===== config.mk =====
export PLATFORM = sky130hd
export DESIGN_NAME = shc_dev_flat
export DESIGN_NICKNAME = d
export VERILOG_FILES = /design/src/pkg/shc_pkg.sv /design/src/pkg/shc_if.sv /design/src/core/shc_dev.sv /design/src/core/shc_tmo.sv /design/src/flat_wrapper.sv
export SDC_FILE = /design/constraint.sdc
export NUM_CORES = 1
export LEC_CHECK = 0
export ABC_AREA = 1
export ABC_CLOCK_PERIOD_IN_PS = 1900
export BUFFER_PORTS_ARGS = -buffer_cell sky130_fd_sc_hd__buf_2
export CORE_AREA = 2 2 186 188
export CTS_CLUSTER_DIAMETER = 80
export DETAILED_ROUTE_END_ITERATION = 10
export DIE_AREA = 0 0 188 190
export GPL_TIMING_DRIVEN = 0
export PLACE_DENSITY = 0.66
export SLEW_MARGIN = 20
export SYNTH_ARGS = -nofsm -noshare
export SYNTH_HDL_FRONTEND = slang
export SYNTH_SLANG_ARGS = --single-unit

===== constraint.sdc =====
create_clock -name core_clk_i -period 1.9 [get_ports core_clk_i]
set_input_delay 0.285 -clock core_clk_i [delete_from_list [all_inputs] [get_ports core_clk_i]]
set_output_delay 0.285 -clock core_clk_i [all_outputs]
set_load 0.005 [all_outputs]

===== src/pkg/shc_pkg.sv =====
package shc_pkg;
  typedef enum logic [1:0] {
    SHC_CMD_IDENT = 2'h0,
    SHC_CMD_ERASE = 2'h1,
    SHC_CMD_WRITE = 2'h2,
    SHC_CMD_READ = 2'h3
  } shc_cmd_t;

  typedef enum logic [5:0] {
    SHC_ST_INIT = 6'h01,
    SHC_ST_IDLE = 6'h02,
    SHC_ST_IDENT = 6'h04,
    SHC_ST_ERASE = 6'h08,
    SHC_ST_WRITE = 6'h10,
    SHC_ST_READ = 6'h20
  } shc_state_t;

  localparam int SHC_CLK_PERIOD_NS = 20;
  localparam int SHC_INIT_TIME_NS = 2000;
  localparam int SHC_INIT_CYCLES =
    (SHC_INIT_TIME_NS + SHC_CLK_PERIOD_NS - 1) / SHC_CLK_PERIOD_NS;
  localparam int SHC_ERASE_CYCLES = 64;
  localparam int SHC_TIMEOUT_CYCLES = 1000000;

  localparam int SHC_SECTOR_W = 48;
  localparam int SHC_WORD_SHIFT = 7;
  localparam int SHC_IDENT_WORDS = 128;
  localparam logic [6:0] SHC_IDENT_CAP_LO = 7'h32;
  localparam logic [6:0] SHC_IDENT_CAP_HI = 7'h33;
  localparam logic [15:0] SHC_RX_THRESH = 16'hFFF8;
  localparam logic [47:0] SHC_CAP_RESET = 48'h0;

  localparam int SHC_CAUSE_LINK = 0;
  localparam int SHC_CAUSE_DATA = 1;
  localparam int SHC_CAUSE_STAT = 2;
  localparam int SHC_CAUSE_DMA = 3;
  localparam int SHC_CAUSE_PIO = 4;
  localparam int SHC_CAUSE_TMO = 5;

  localparam logic [7:0] SHC_REG_CTRL = 8'h00;
  localparam logic [7:0] SHC_REG_ADDR_LO = 8'h04;
  localparam logic [7:0] SHC_REG_ADDR_HI = 8'h08;
  localparam logic [7:0] SHC_REG_LEN_LO = 8'h0C;
  localparam logic [7:0] SHC_REG_LEN_HI = 8'h10;
  localparam logic [7:0] SHC_REG_STATUS = 8'h14;
  localparam logic [7:0] SHC_REG_CAUSE = 8'h18;
  localparam logic [7:0] SHC_REG_CAP_LO = 8'h1C;
  localparam logic [7:0] SHC_REG_CAP_HI = 8'h20;
  localparam logic [7:0] SHC_REG_IDENT_CNT = 8'h24;
  localparam int SHC_CTRL_GO = 31;
  localparam int SHC_STAT_BUSY = 0;
  localparam int SHC_STAT_ERR = 1;
  localparam int SHC_STAT_PEND = 2;
endpackage


===== src/pkg/shc_if.sv =====
interface shc_if;
  logic cmd_request;
  logic [1:0] cmd_code;
  logic [47:0] start_sector;
  logic [47:0] sector_count;
  logic core_busy;
  logic [47:0] device_capacity;
  logic error_flag;
  logic [31:0] error_cause;
  logic tx_fifo_empty;
  logic tx_fifo_read;
  logic [31:0] tx_fifo_rdata;
  logic [15:0] rx_fifo_fill;
  logic rx_fifo_write;
  logic [31:0] rx_fifo_wdata;
  logic ident_word_valid;
  logic [6:0] ident_word_index;
  logic [31:0] ident_word;

  modport dev (
    input cmd_request, cmd_code, start_sector, sector_count,
    input tx_fifo_empty, tx_fifo_rdata, rx_fifo_fill,
    output core_busy, device_capacity, error_flag, error_cause,
    output tx_fifo_read, rx_fifo_write, rx_fifo_wdata,
    output ident_word_valid, ident_word_index, ident_word
  );
  modport host (
    output cmd_request, cmd_code, start_sector, sector_count,
    output tx_fifo_empty, tx_fifo_rdata, rx_fifo_fill,
    input core_busy, device_capacity, error_flag, error_cause,
    input tx_fifo_read, rx_fifo_write, rx_fifo_wdata,
    input ident_word_valid, ident_word_index, ident_word
  );
endinterface


===== src/core/shc_dev.sv =====
// Notes on behaviour
// - Busy high during init, low after
// - User requests only while busy low
// - User holds command fields during request
// - Busy rises on accepting a request
// - User drops request once busy seen
// - Busy falls when the command completes
// - Identify and erase ignore sector fields
// - Write reads FIFO when data and storage ready
// - Transmit data valid one cycle after read
// - Stop reading on empty or all read
// - Write receive FIFO only below threshold
// - Stop writing within 7 cycles, or done
// - User keeps transfers within reported capacity
// - Identify returns 128 indexed 32-bit words
// - Identify updates capacity before busy falls (here: on the same edge as busy falls)
// - User should identify first after boot
// - Erase starts with code 01 when idle
// - Errors raise flag and show cause
// - Error flag cleared only by reset
// - Code 10 writes, code 11 reads
// - Cause bits: link..PIO setup, bit 5 timeout
// - Timeout disabled while erase runs
//
// Local design decisions: the APB slave port and the register addresses.
module shc_dev #(
  parameter int INIT_CYCLES = shc_pkg::SHC_INIT_CYCLES,
  parameter int ERASE_CYCLES = shc_pkg::SHC_ERASE_CYCLES,
  parameter int TIMEOUT_CYCLES = shc_pkg::SHC_TIMEOUT_CYCLES,
  parameter logic [47:0] CAPACITY = 48'h0000_0100_0000
) (
  input wire logic core_clk_i,
  input wire logic rst_b_i,
  shc_if.dev bus,
  input wire logic stg_ready_i,
  input wire logic [4:0] stg_err_i,
  input wire logic [31:0] stg_rdata_i,
  output logic [31:0] stg_wdata_o,
  output logic stg_wvalid_o
);
  import shc_pkg::*;

  shc_state_t state;
  shc_state_t next_state;
  logic [31:0] cnt;
  logic [54:0] remain;
  logic [47:0] cap_acc;
  logic rd_d;
  logic tmo_hit;

  function automatic logic [31:0] ident_fn(input logic [6:0] idx,
                                          input logic [47:0] cap);
    logic [31:0] w;
    w = {25'h0, idx};
    if (idx == SHC_IDENT_CAP_LO) begin
      w = cap[31:0];
    end else if (idx == SHC_IDENT_CAP_HI) begin
      w = {16'h0, cap[47:32]};
    end
    return w;
  endfunction

  wire in_idle = (state == SHC_ST_IDLE);
  wire new_err = |stg_err_i || tmo_hit;
  wire [31:0] next_cause = bus.error_cause |
                           {26'h0, tmo_hit, stg_err_i};
  wire accept = in_idle && bus.cmd_request;
  wire left = (remain != 55'h0);
  // Read only every other cycle so a late empty cannot underrun
  wire next_rd = (state == SHC_ST_WRITE) && left && !bus.tx_fifo_empty
                 && stg_ready_i && !bus.tx_fifo_read;
  wire room = (bus.rx_fifo_fill < SHC_RX_THRESH);
  wire next_wr = (state == SHC_ST_READ) && left && stg_ready_i
                 && room;
  wire cnt_last_init = (cnt == 32'(INIT_CYCLES - 1));
  wire cnt_last_erase = (cnt == 32'(ERASE_CYCLES - 1));
  wire cnt_last_ident = (cnt == 32'(SHC_IDENT_WORDS - 1));
  wire wr_done = !left && !bus.tx_fifo_read && !rd_d;
  wire [54:0] words = {bus.sector_count, 7'h0};
  wire tmo_en = !in_idle && (state != SHC_ST_ERASE);

  shc_tmo #(
    .LIMIT(TIMEOUT_CYCLES)
  ) u_tmo (
    .core_clk_i(core_clk_i),
    .rst_b_i(rst_b_i),
    .enable_i(tmo_en),
    .kick_i(stg_ready_i),
    .expired_o(tmo_hit)
  );

  always_comb begin
    next_state = state;
    case (state)
      SHC_ST_INIT: begin
        if (cnt_last_init) next_state = SHC_ST_IDLE;
      end
      SHC_ST_IDLE: begin
        if (bus.cmd_request) begin
          case (shc_cmd_t'(bus.cmd_code))
            SHC_CMD_IDENT: next_state = SHC_ST_IDENT;
            SHC_CMD_ERASE: next_state = SHC_ST_ERASE;
            SHC_CMD_WRITE: next_state = SHC_ST_WRITE;
            default: next_state = SHC_ST_READ;
          endcase
        end
      end
      SHC_ST_IDENT: begin
        if (cnt_last_ident) next_state = SHC_ST_IDLE;
      end
      SHC_ST_ERASE: begin
        if (cnt_last_erase) next_state = SHC_ST_IDLE;
      end
      SHC_ST_WRITE: begin
        if (wr_done) next_state = SHC_ST_IDLE;
      end
      SHC_ST_READ: begin
        if (!left) next_state = SHC_ST_IDLE;
      end
      default: next_state = SHC_ST_IDLE;
    endcase
    // Any fault aborts the running job back to idle
    if (new_err && !in_idle) next_state = SHC_ST_IDLE;
  end

  always_ff @(posedge core_clk_i or negedge rst_b_i) begin
    if (!rst_b_i) begin
      state <= SHC_ST_INIT;
      bus.core_busy <= 1'b1;
    end else begin
      state <= next_state;
      // Busy follows the state, so it rises on accept and falls on done
      bus.core_busy <= (next_state != SHC_ST_IDLE);
    end
  end

  always_ff @(posedge core_clk_i or negedge rst_b_i) begin
    if (!rst_b_i) begin
      cnt <= 32'h0;
    end else if (state != next_state) begin
      cnt <= 32'h0;
    end else begin
      cnt <= cnt + 32'h1;
    end
  end

  // Sector fields only matter for transfers
  always_ff @(posedge core_clk_i or negedge rst_b_i) begin
    if (!rst_b_i) begin
      remain <= 55'h0;
    end else if (accept) begin
      remain <= bus.cmd_code[1] ? words : 55'h0;
    end else if (next_rd || next_wr) begin
      remain <= remain - 55'h1;
    end
  end

  always_ff @(posedge core_clk_i or negedge rst_b_i) begin
    if (!rst_b_i) begin
      bus.tx_fifo_read <= 1'b0;
      rd_d <= 1'b0;
      stg_wvalid_o <= 1'b0;
      stg_wdata_o <= 32'h0;
    end else begin
      bus.tx_fifo_read <= next_rd;
      rd_d <= bus.tx_fifo_read;
      stg_wvalid_o <= rd_d;
      stg_wdata_o <= rd_d ? bus.tx_fifo_rdata : stg_wdata_o;
    end
  end

  always_ff @(posedge core_clk_i or negedge rst_b_i) begin
    if (!rst_b_i) begin
      bus.rx_fifo_write <= 1'b0;
      bus.rx_fifo_wdata <= 32'h0;
    end else begin
      bus.rx_fifo_write <= next_wr;
      bus.rx_fifo_wdata <= next_wr ? stg_rdata_i : bus.rx_fifo_wdata;
    end
  end

  wire ident_emit = (state == SHC_ST_IDENT) && !new_err;
  wire [31:0] ident_now = ident_fn(cnt[6:0], CAPACITY);

  always_ff @(posedge core_clk_i or negedge rst_b_i) begin
    if (!rst_b_i) begin
      bus.ident_word_valid <= 1'b0;
      bus.ident_word_index <= 7'h0;
      bus.ident_word <= 32'h0;
    end else begin
      bus.ident_word_valid <= ident_emit;
      bus.ident_word_index <= cnt[6:0];
      bus.ident_word <= ident_now;
    end
  end

  // Capacity is built from the words as they go out
  always_ff @(posedge core_clk_i or negedge rst_b_i) begin
    if (!rst_b_i) begin
      cap_acc <= SHC_CAP_RESET;
      bus.device_capacity <= SHC_CAP_RESET;
    end else begin
      if (ident_emit && cnt[6:0] == SHC_IDENT_CAP_LO) begin
        cap_acc[31:0] <= ident_now;
      end
      if (ident_emit && cnt[6:0] == SHC_IDENT_CAP_HI) begin
        cap_acc[47:32] <= ident_now[15:0];
      end
      if (ident_emit && cnt_last_ident) begin
        bus.device_capacity <= cap_acc;
      end
    end
  end

  // Sticky; only the reset clears cause and flag
  always_ff @(posedge core_clk_i or negedge rst_b_i) begin
    if (!rst_b_i) begin
      bus.error_cause <= 32'h0;
      bus.error_flag <= 1'b0;
    end else begin
      bus.error_cause <= next_cause;
      bus.error_flag <= |next_cause;
    end
  end
endmodule


===== src/core/shc_tmo.sv =====
module shc_tmo #(
  parameter int LIMIT = 1000000
) (
  input wire logic core_clk_i,
  input wire logic rst_b_i,
  input wire logic enable_i,
  input wire logic kick_i,
  output logic expired_o
);
  import shc_pkg::*;

  logic [31:0] count;
  wire at_limit = (count == 32'(LIMIT - 1));

  // Count only idle waiting; any progress or disable restarts it
  always_ff @(posedge core_clk_i or negedge rst_b_i) begin
    if (!rst_b_i) begin
      count <= 32'h0;
      expired_o <= 1'b0;
    end else begin
      expired_o <= enable_i && !kick_i && at_limit;
      if (!enable_i || kick_i || at_limit) begin
        count <= 32'h0;
      end else begin
        count <= count + 32'h1;
      end
    end
  end
endmodule


===== src/flat_wrapper.sv =====
// flat-port wrapper written by rule: the top's interface ports become plain ports
module shc_dev_flat import shc_pkg::*;
#(
  parameter int INIT_CYCLES = shc_pkg::SHC_INIT_CYCLES,
  parameter int ERASE_CYCLES = shc_pkg::SHC_ERASE_CYCLES,
  parameter int TIMEOUT_CYCLES = shc_pkg::SHC_TIMEOUT_CYCLES,
  parameter logic [47:0] CAPACITY = 48'h0000_0100_0000
)
  (core_clk_i, rst_b_i, stg_ready_i, stg_err_i, stg_rdata_i, stg_wdata_o, stg_wvalid_o, bus_cmd_request, bus_cmd_code, bus_start_sector, bus_sector_count, bus_tx_fifo_empty, bus_tx_fifo_rdata, bus_rx_fifo_fill, bus_core_busy, bus_device_capacity, bus_error_flag, bus_error_cause, bus_tx_fifo_read, bus_rx_fifo_write, bus_rx_fifo_wdata, bus_ident_word_valid, bus_ident_word_index, bus_ident_word);
  shc_if bus_i ();
  input wire logic core_clk_i;
  input wire logic rst_b_i;
  input wire logic stg_ready_i;
  input wire logic [4:0] stg_err_i;
  input wire logic [31:0] stg_rdata_i;
  output logic [31:0] stg_wdata_o;
  output logic stg_wvalid_o;
  input wire logic [$bits(bus_i.cmd_request)-1:0] bus_cmd_request;
  input wire logic [$bits(bus_i.cmd_code)-1:0] bus_cmd_code;
  input wire logic [$bits(bus_i.start_sector)-1:0] bus_start_sector;
  input wire logic [$bits(bus_i.sector_count)-1:0] bus_sector_count;
  input wire logic [$bits(bus_i.tx_fifo_empty)-1:0] bus_tx_fifo_empty;
  input wire logic [$bits(bus_i.tx_fifo_rdata)-1:0] bus_tx_fifo_rdata;
  input wire logic [$bits(bus_i.rx_fifo_fill)-1:0] bus_rx_fifo_fill;
  output wire logic [$bits(bus_i.core_busy)-1:0] bus_core_busy;
  output wire logic [$bits(bus_i.device_capacity)-1:0] bus_device_capacity;
  output wire logic [$bits(bus_i.error_flag)-1:0] bus_error_flag;
  output wire logic [$bits(bus_i.error_cause)-1:0] bus_error_cause;
  output wire logic [$bits(bus_i.tx_fifo_read)-1:0] bus_tx_fifo_read;
  output wire logic [$bits(bus_i.rx_fifo_write)-1:0] bus_rx_fifo_write;
  output wire logic [$bits(bus_i.rx_fifo_wdata)-1:0] bus_rx_fifo_wdata;
  output wire logic [$bits(bus_i.ident_word_valid)-1:0] bus_ident_word_valid;
  output wire logic [$bits(bus_i.ident_word_index)-1:0] bus_ident_word_index;
  output wire logic [$bits(bus_i.ident_word)-1:0] bus_ident_word;
  assign bus_i.cmd_request = bus_cmd_request;
  assign bus_i.cmd_code = bus_cmd_code;
  assign bus_i.start_sector = bus_start_sector;
  assign bus_i.sector_count = bus_sector_count;
  assign bus_i.tx_fifo_empty = bus_tx_fifo_empty;
  assign bus_i.tx_fifo_rdata = bus_tx_fifo_rdata;
  assign bus_i.rx_fifo_fill = bus_rx_fifo_fill;
  assign bus_core_busy = bus_i.core_busy;
  assign bus_device_capacity = bus_i.device_capacity;
  assign bus_error_flag = bus_i.error_flag;
  assign bus_error_cause = bus_i.error_cause;
  assign bus_tx_fifo_read = bus_i.tx_fifo_read;
  assign bus_rx_fifo_write = bus_i.rx_fifo_write;
  assign bus_rx_fifo_wdata = bus_i.rx_fifo_wdata;
  assign bus_ident_word_valid = bus_i.ident_word_valid;
  assign bus_ident_word_index = bus_i.ident_word_index;
  assign bus_ident_word = bus_i.ident_word;
  shc_dev #(.INIT_CYCLES(INIT_CYCLES), .ERASE_CYCLES(ERASE_CYCLES), .TIMEOUT_CYCLES(TIMEOUT_CYCLES), .CAPACITY(CAPACITY)) u_core (.core_clk_i(core_clk_i), .rst_b_i(rst_b_i), .bus(bus_i), .stg_ready_i(stg_ready_i), .stg_err_i(stg_err_i), .stg_rdata_i(stg_rdata_i), .stg_wdata_o(stg_wdata_o), .stg_wvalid_o(stg_wvalid_o));
endmodule

==> results of run 1 <==
## critical path: stages, from the launching register on
cell and delay (ps):
dfrtp_1 430, nor2_2 180, nand2_1 110, nor2_4 150, buf_4 120, buf_4 100
inv_1 50, nor2_1 200, inv_1 180, nor4_2 470, nand2_1 100, nor2_1 120
a21oi_1 60, o21ai_2 140
## sequential cells by signal, summed over array words and instances (netlist names), 6 cells and up
name and flops:
u_core.u_tmo.count 32, u_core.stg_wdata_o 32, u_core.cnt 32, u_core.bus.error_cause 6, u_core.bus.device_capacity 15, u_core.bus.ident_word_index 7, u_core.bus.ident_word 8, u_core.remain 55
u_core.cap_acc 15, u_core.bus.rx_fifo_wdata 32, u_core.state 6
## final cells by class
cell class	count	area, um2
diodes	5	12.5
plain buffers	126	1100
clock buffers	41	853
clock inverters	14	161
fillers	2765	13900
inverters	176	672
multi-input cells	1143	7210
flip-flops and latches	248	6230
well taps	455	569
repair buffers	441	3260
## layout by cell type, fill, tap and decap left out, types with 8 or more instances in the layout
cell type	netlist	final
a21oi_1	50	29
a21oi_2	0	18
a22oi_1	19	9
a22oi_2	0	10
a31oi_1	13	10
buf_12	3	15
buf_2	8	247
buf_4	85	163
buf_6	1	21
buf_8	0	12
clkbuf_1	24	14
clkbuf_16	0	38
conb_1	1	83
dfrtp_1	246	227
dfrtp_2	0	19
dlygate4sd3_1	0	84
inv_1	174	162
inv_2	2	11
mux2_2	32	32
nand2_1	347	263
nand2_2	7	61
nand2_4	4	34
nand3_1	71	53
nand3_2	5	15
nand3_4	1	9
nand4_1	32	32
nor2_1	200	157
nor2_2	15	24
nor2_4	39	73
nor3_1	50	39
nor3_4	0	8
nor4_1	16	9
o21ai_0	62	37
o21ai_2	0	19
or2_2	8	8
xnor2_1	10	10
xor2_1	43	43
## per-layer routing
layer / up-vias / share of wire / GRT usage
li1: 6145 / - / -
met1: 6208 / 0.39 / 0.269
met2: 630 / 0.48 / 0.389
met3: 169 / 0.080 / 0.0509
met4: 0 / 0.050 / 0.0972
met5: - / 0 / 0
## power by group through the flow
stage | Combinational [uW] | Sequential, uW | Clock, uW
5_1_grt | 11500 | 7650 | 6190
6_report | 10700 | 7560 | 5890
3_3_place_gp | 6540 | 7320 | 0
2_1_floorplan | 4630 | 7220 | 0
3_5_place_dp | 6680 | 7340 | 0
4_1_cts | 9260 | 7330 | 5980
## through the flow
step                      instances  instance area [um2]  hold slack, ps   util
after floorplan                1694                13700           -10.6      -
after global placement         2391                15500             357  0.456
after global routing           2644                20100            12.3  0.591
final                          2649                20100            10.4  0.591
after CTS                      2604                19000            1.86  0.560
after detailed placement       2393                15600             332  0.458
## how the worst max path moves through the flow
| stage | startpoint | end | slack (ps) | cells past startpoint |
|---|---|---|---|---|
| after floorplan | u_core.remain[21] | u_core.cnt[9] | -40 | 16 |
| after global placement | rst_b_i | u_core.remain[31] | -4040 | 1 |
| after detailed placement | u_core.remain[32] | u_core.remain[20] | -790 | 12 |
| after CTS | u_core.remain[45] | u_core.cnt[16] | -290 | 16 |
| after global routing | u_core.remain[4] | u_core.remain[40] | -670 | 13 |
| final | u_core.remain[6] | u_core.remain[40] | -590 | 13 |
## cell families after synthesis
kind of cell,after synthesis
buffers and inverters,303
XOR/XNOR,53
AND/OR/NAND/NOR,808
flip-flops,248
multiplexers,32
AO/OA/AOI/OAI,163
other,1
adder cells (fa/ha/maj),4
## synthesized netlist by cell type, types with 2 or more instances
cell type  number  area, um2
a211oi_1        2       15.0
a21oi_1        50        250
a22oi_1        19        143
a31oi_1        13       81.3
a32oi_1         3       26.3
and3_1          3       18.8
buf_1           6       22.5
buf_12          3       60.1
buf_2           8       40.0
buf_4          85        638
clkbuf_1       24       90.1
dfrtp_1       246       6160
dfstp_2         2       52.6
ha_1            4       50.1
inv_1         174        653
inv_2           2       7.51
mux2_2         32        360
nand2_1       347       1300
nand2_2         7       43.8
nand2_4         4       45.0
nand3_1        71        355
nand3_2         5       50.1
nand4_1        32        200
nor2_1        200        751
nor2_2         15       93.8
nor2_4         39        439
nor3_1         50        250
nor3_2          4       40.0
nor4_1         16        100
o21a_1          2       15.0
o21ai_0        62        310
o22ai_1         2       12.5
o31ai_1         4       30.0
or2_2           8       50.1
xnor2_1        10       87.6
xor2_1         43        377
## repair_timing
| item | 4_1_cts | 5_1_grt |
|---|---|---|
| hold buffers | 84 | 0 |
| hold endpoints to repair | 166 | 0 |
| gates cloned | 10 | 3 |
| gates resized for setup | 269 | 226 |
| pin swaps | 45 | 59 |
| setup buffers | 63 | 49 |
| setup endpoints to repair | 179 | 180 |
==> key figures, run 1 <==
Die
  • Initial Util: 0.394
  • Die ar.: 35,700 um2
  • Die width: 188 um
  • IO Pins: 377
  • Row count: 68
  • Die height: 190 um
  • Core Footprint: 33,900 um2

Timing
  • Fin. Hold Viols: 0
  • Fin crit share: 1.31
  • Setup Skew: 29.8 ps
  • Tightest Pin Transition: 679 ps
  • Maximum clock frequency: 401 MHz
  • Slew HR: 0.547
  • Fin Setup TNS: -30,300 ps
  • Unrepaired setup endpoints after global routing: true
  • Fin crit period: 2490 ps
  • Setup-failing EPs final: 119
  • Final WS setup: -593 ps
  • Max-slew violations: 0

Pwr
  • Combinational power share: 0.444
  • Int Pwr: 14,800 uW
  • Net Sw Frac: 0.390
  • Leakage: 0.00999 uW
  • Reg power frac: 0.313
  • Clk pwr share: 0.244
  • P per Cell Area: 1200 nW/um2
  • Total power: 24,200 uW
  • Sw Pwr: 9420 uW
  • Peak supply drop: 0.687 mV

Critical path
  • Crit Reg-Reg Endpoint: u_core.remain[40]
  • R2R depth: 13
  • R2r setup slk: -590 ps
  • Worst Path Max Fanout: 4
  • CP arrival: 2980 ps
  • Worst EP required: 2380 ps
  • Crit path kind: flop to flop
  • CP Capture Type: flop
  • RR Startpoint: u_core.remain[6]
  • Type of origin of the critical path: flop

Clock network
  • Worst-path clk slew: 70 ps
  • Clock Sink Count: 248
  • TritonCTS buffer count: 30
  • Clk root buf: clkbuf_16
  • H-tree levels: 1
  • CTS max path bufs: 3
  • CTS tree: built
  • Clk Latency, worst-skew pair: 560 ps

GRT
  • GRT Total Usage: 0.225
  • Largest net degree at the start of global routing: 91
  • First-pass GRT wire length: 65,300 um
  • Initial antenna violation count: 3
  • Total gr overflow: 0
  • Vias in the first global route: 12,800

Synthesis
  • Synth Area per Inst: 8.30 um2
  • Post-synth EDFFs: 0
  • Main synth FF type: dfrtp_1
  • Seq/Total Area, Yosys: 0.464
  • Cell variety after synth: 51
  • Async SR Flop Fraction: 1.00
  • Post-synthesis compound-gate area fraction: 0.0698
  • Xor/xnor cell area share of the yosys netlist: 0.0347
  • Syn Inst Count: 1,612
  • Post-Syn Area: 13,400 um2
  • Ys Warns: 0
  • Simple-gate share of the synthesized area: 0.287
  • Multiplexer area fraction after synthesis: 0.0269
  • Largest family of logic cells by synthesized area: simple AND/OR/NAND/NOR gates
  • Number of synthesized register bits: 248
  • Adder-cell share of the synthesized area: 0.00374

Drt
  • DRT iter0 DRCs: 900
  • DRC viols: 0
  • Antenna Nets Post-Route: 0
  • Wire per inst: 16.5 um
  • DRT Pass-1 Iters: 6
  • Total number of vias: 13,200
  • Drt total wl: 43,600 um
  • Drt via density: 4.96

Hold path
  • Hold path depth: 3
  • Worst Hold Endpoint: u_core.remain[29]
  • Hold crit path type: input port to flop
  • Hold wc startpoint: bus_sector_count[22]

Place
  • Place WS: -787 ps
  • RePlAce Congestion: 0.899
  • Port Buffers: 242
  • Post-DP HPWL: 26,500 um

Run status
  • Failing checks: setup timing
  • Status: finished with violations

Cells and area
  • Share of post-route cells with drive strength above 1: 0.411
  • Fin nets: 2,358
  • Area grow syn2layout: 50.0%

Run
  • Maximum Capacitance Violations: 0
Power figures use the tool's default switching activity.
==> inputs of run 2 (changes only) <==
HOLD_SLACK_MARGIN = 0.02   (was default)
==> run 2 against run 1 <==
Against the previous run: the flow still finishes with violations (setup timing); worst setup slack worse by 140 ps; register-to-register slack got worse by 140 ps; global-route usage is 0.14 points higher; critical path depth is the same; critical path type unchanged; largest power group unchanged.
==> key figures, run 2 (synthesized netlist as in run 1, its figures left out) <==
Run status
  • Status: finished with violations
  • Failing checks: setup timing

Timing
  • Final WS setup: -735 ps (-142 ps)
  • Slew HR: 0.501 (-0.0463)
  • Fin. Hold Viols: 0 (unchanged)
  • Setup Skew: 33.2 ps (+3.33 ps)
  • Setup-failing EPs final: 119 (unchanged)
  • Maximum clock frequency: 379 MHz (-5.4%)
  • Fin crit period: 2640 ps (+142 ps)
  • Tightest Pin Transition: 742 ps (+63.3 ps)
  • Max-slew violations: 0 (unchanged)
  • Final hold slack: 34.9 ps (+24.5 ps)
  • Unrepaired setup endpoints after global routing: true
  • Fin crit share: 1.39 (+0.0746)

Drt
  • Drt via density: 4.96 (-0.16%)
  • Total number of vias: 13,200 (+0.33%)
  • DRC viols: 0 (unchanged)
  • Drt total wl: 44,200 um (+1.3%)
  • DRT iter0 DRCs: 912 (+1.3%)
  • DRT Pass-1 Iters: 9 (+3)
  • Antenna Nets Post-Route: 0 (unchanged)
  • Wire per inst: 16.6 um (+0.85%)

Pwr
  • P per Cell Area: 1200 nW/um2 (-0.41%)
  • Peak supply drop: 0.691 mV (+0.61%)
  • Leakage: 0.0101 uW (+0.62%)

Critical path
  • Worst Path Max Fanout: 4 (unchanged)
  • Crit path kind: flop to flop
  • Worst EP required: 2380 ps (about the same)
  • CP arrival: 3120 ps (+140 ps)
  • R2r setup slk: -740 ps (-140 ps)
  • CP Capture Type: flop
  • Type of origin of the critical path: flop

Die
  • IO Pins: 377 (unchanged)
  • Die height: 190 um (unchanged)
  • Row count: 68 (unchanged)
  • Initial Util: 0.394 (unchanged)
  • Die ar.: 35,700 um2 (unchanged)
  • Die width: 188 um (unchanged)
  • Core Footprint: 33,900 um2 (unchanged)

Cells and area
  • Final non-filler cell total: 2,662 (+0.49%)
  • Post-route cell area: 20,200 um2 (+0.71%)
  • Fin nets: 2,372 (+0.59%)
  • Commonest non-fill, non-tap cells in the layout: nand2_1 (263), buf_2 (247), dfrtp_1 (227), inv_1 (162), buf_4 (162)
  • Largest Register: u_core.remain
  • Area grow syn2layout: 51.1%
  • Share of post-route cells with drive strength above 1: 0.409 (-0.00216)
  • Most common cell after layout, fill and taps aside: nand2_1
  • Max reg flops: 55 (unchanged)

Place
  • Dpl cells: 2,393 (unchanged)
  • RePlAce Congestion: 0.899 (unchanged)
  • Place WS: -787 ps (unchanged)
  • Port Buffers: 242 (unchanged)
  • Post-DP HPWL: 26,500 um (unchanged)
  • Post-place instance area: 15,600 um2 (unchanged)

GRT
  • Vias in the first global route: 12,900 (+0.51%)
  • Largest net degree at the start of global routing: 91 (unchanged)
  • Total gr overflow: 0 (unchanged)
  • Initial antenna violation count: 4 (+1)
  • First-pass GRT wire length: 65,600 um (+0.58%)
  • GRT Total Usage: 0.226 (+0.00141)

Clock network
  • CTS tree: built
  • TritonCTS buffer count: 30 (unchanged)
  • Clock Sink Count: 248 (unchanged)
  • CTS max path bufs: 3 (unchanged)
  • H-tree levels: 1 (unchanged)
  • Clk root buf: clkbuf_16
  • Clk Latency, worst-skew pair: 560 ps (about the same)
  • Worst-path clk slew: 60 ps (about the same)

Run
  • Maximum Capacitance Violations: 0 (unchanged)

Hold path
  • Hold crit path type: input port to flop
run 2: cell count changes in the layout (fill, tap and decap cells not counted), sizes merged:
cell	previous run	this run
dlygate4sd3	84	97
diode	5	4
buf	462	463
run 2: worst paths after layout:
kind                                                to                  from  cells after the start
max in group asynchronous            u_core.remain[14]               rst_b_i                      4
min in group asynchronous  u_core.bus.rx_fifo_wdata[2]               rst_b_i                      2
hold reg to reg                    u_core.stg_wvalid_o           u_core.rd_d                      0
hold / removal                       u_core.remain[43]  bus_sector_count[36]                      5
setup / recovery                     u_core.remain[40]      u_core.remain[6]                     13
setup reg to reg                     u_core.remain[40]      u_core.remain[6]                     13
run 2: area by class of cell:
class	instances	area, um2
fillers	2755	13700
clock buffers	41	853
clock inverters	14	161
diodes	4	10.0
multi-input cells	1143	7210
flip-flops and latches	248	6230
repair buffers	455	3410
inverters	176	672
plain buffers	126	1100
well taps	455	569
run 2: metrics by stage:
stage,util,TNS (ps),total power [uW]
6_report,0.596,-32080,24200
5_1_grt,0.595,-42770,25400
4_1_cts,0.564,-22480,22600
3_5_place_dp,0.458,-61850,14000
3_3_place_gp,0.456,-1045630,13900
2_1_floorplan,-,-1290,11800
run 2: worst max-delay path, cell delays in order, from the launching register on:
cell and delay, ps:
dfrtp_1 430, nor2_2 190, nand2_1 110, nor2_4 150, buf_4 120, buf_4 100, inv_1 50, nor2_1 190
inv_1 180, nor4_2 590, nand2_1 110, nor2_1 130, a21oi_1 60, o21ai_2 140
run 2: timing repair:
item / 4_1_cts / 5_1_grt
gates cloned: 10 / 3
endpoints found under the hold margin: 178 / 1
setup endpoints to repair: 179 / 180
pin swaps: 45 / 61
hold buffers: 96 / 1
buffers inserted: 63 / 54
gates resized for setup: 269 / 228
run 2: metal layers:
layer  wire length [um]  vias up  part of all wire  track usage
met4               2320        0             0.052       0.0981
met2              21400      629              0.48        0.392
met3               3650      181             0.082       0.0517
met1              16900     6211              0.38        0.269
li1                   -     6175                 -            -
met5                  0        -                 0            0
run 2: where the power goes:
part           internal (uW)  switching, uW
combinational           4830           5980
sequential              6420           1120
clock                   3550           2340
total                  14800           9450
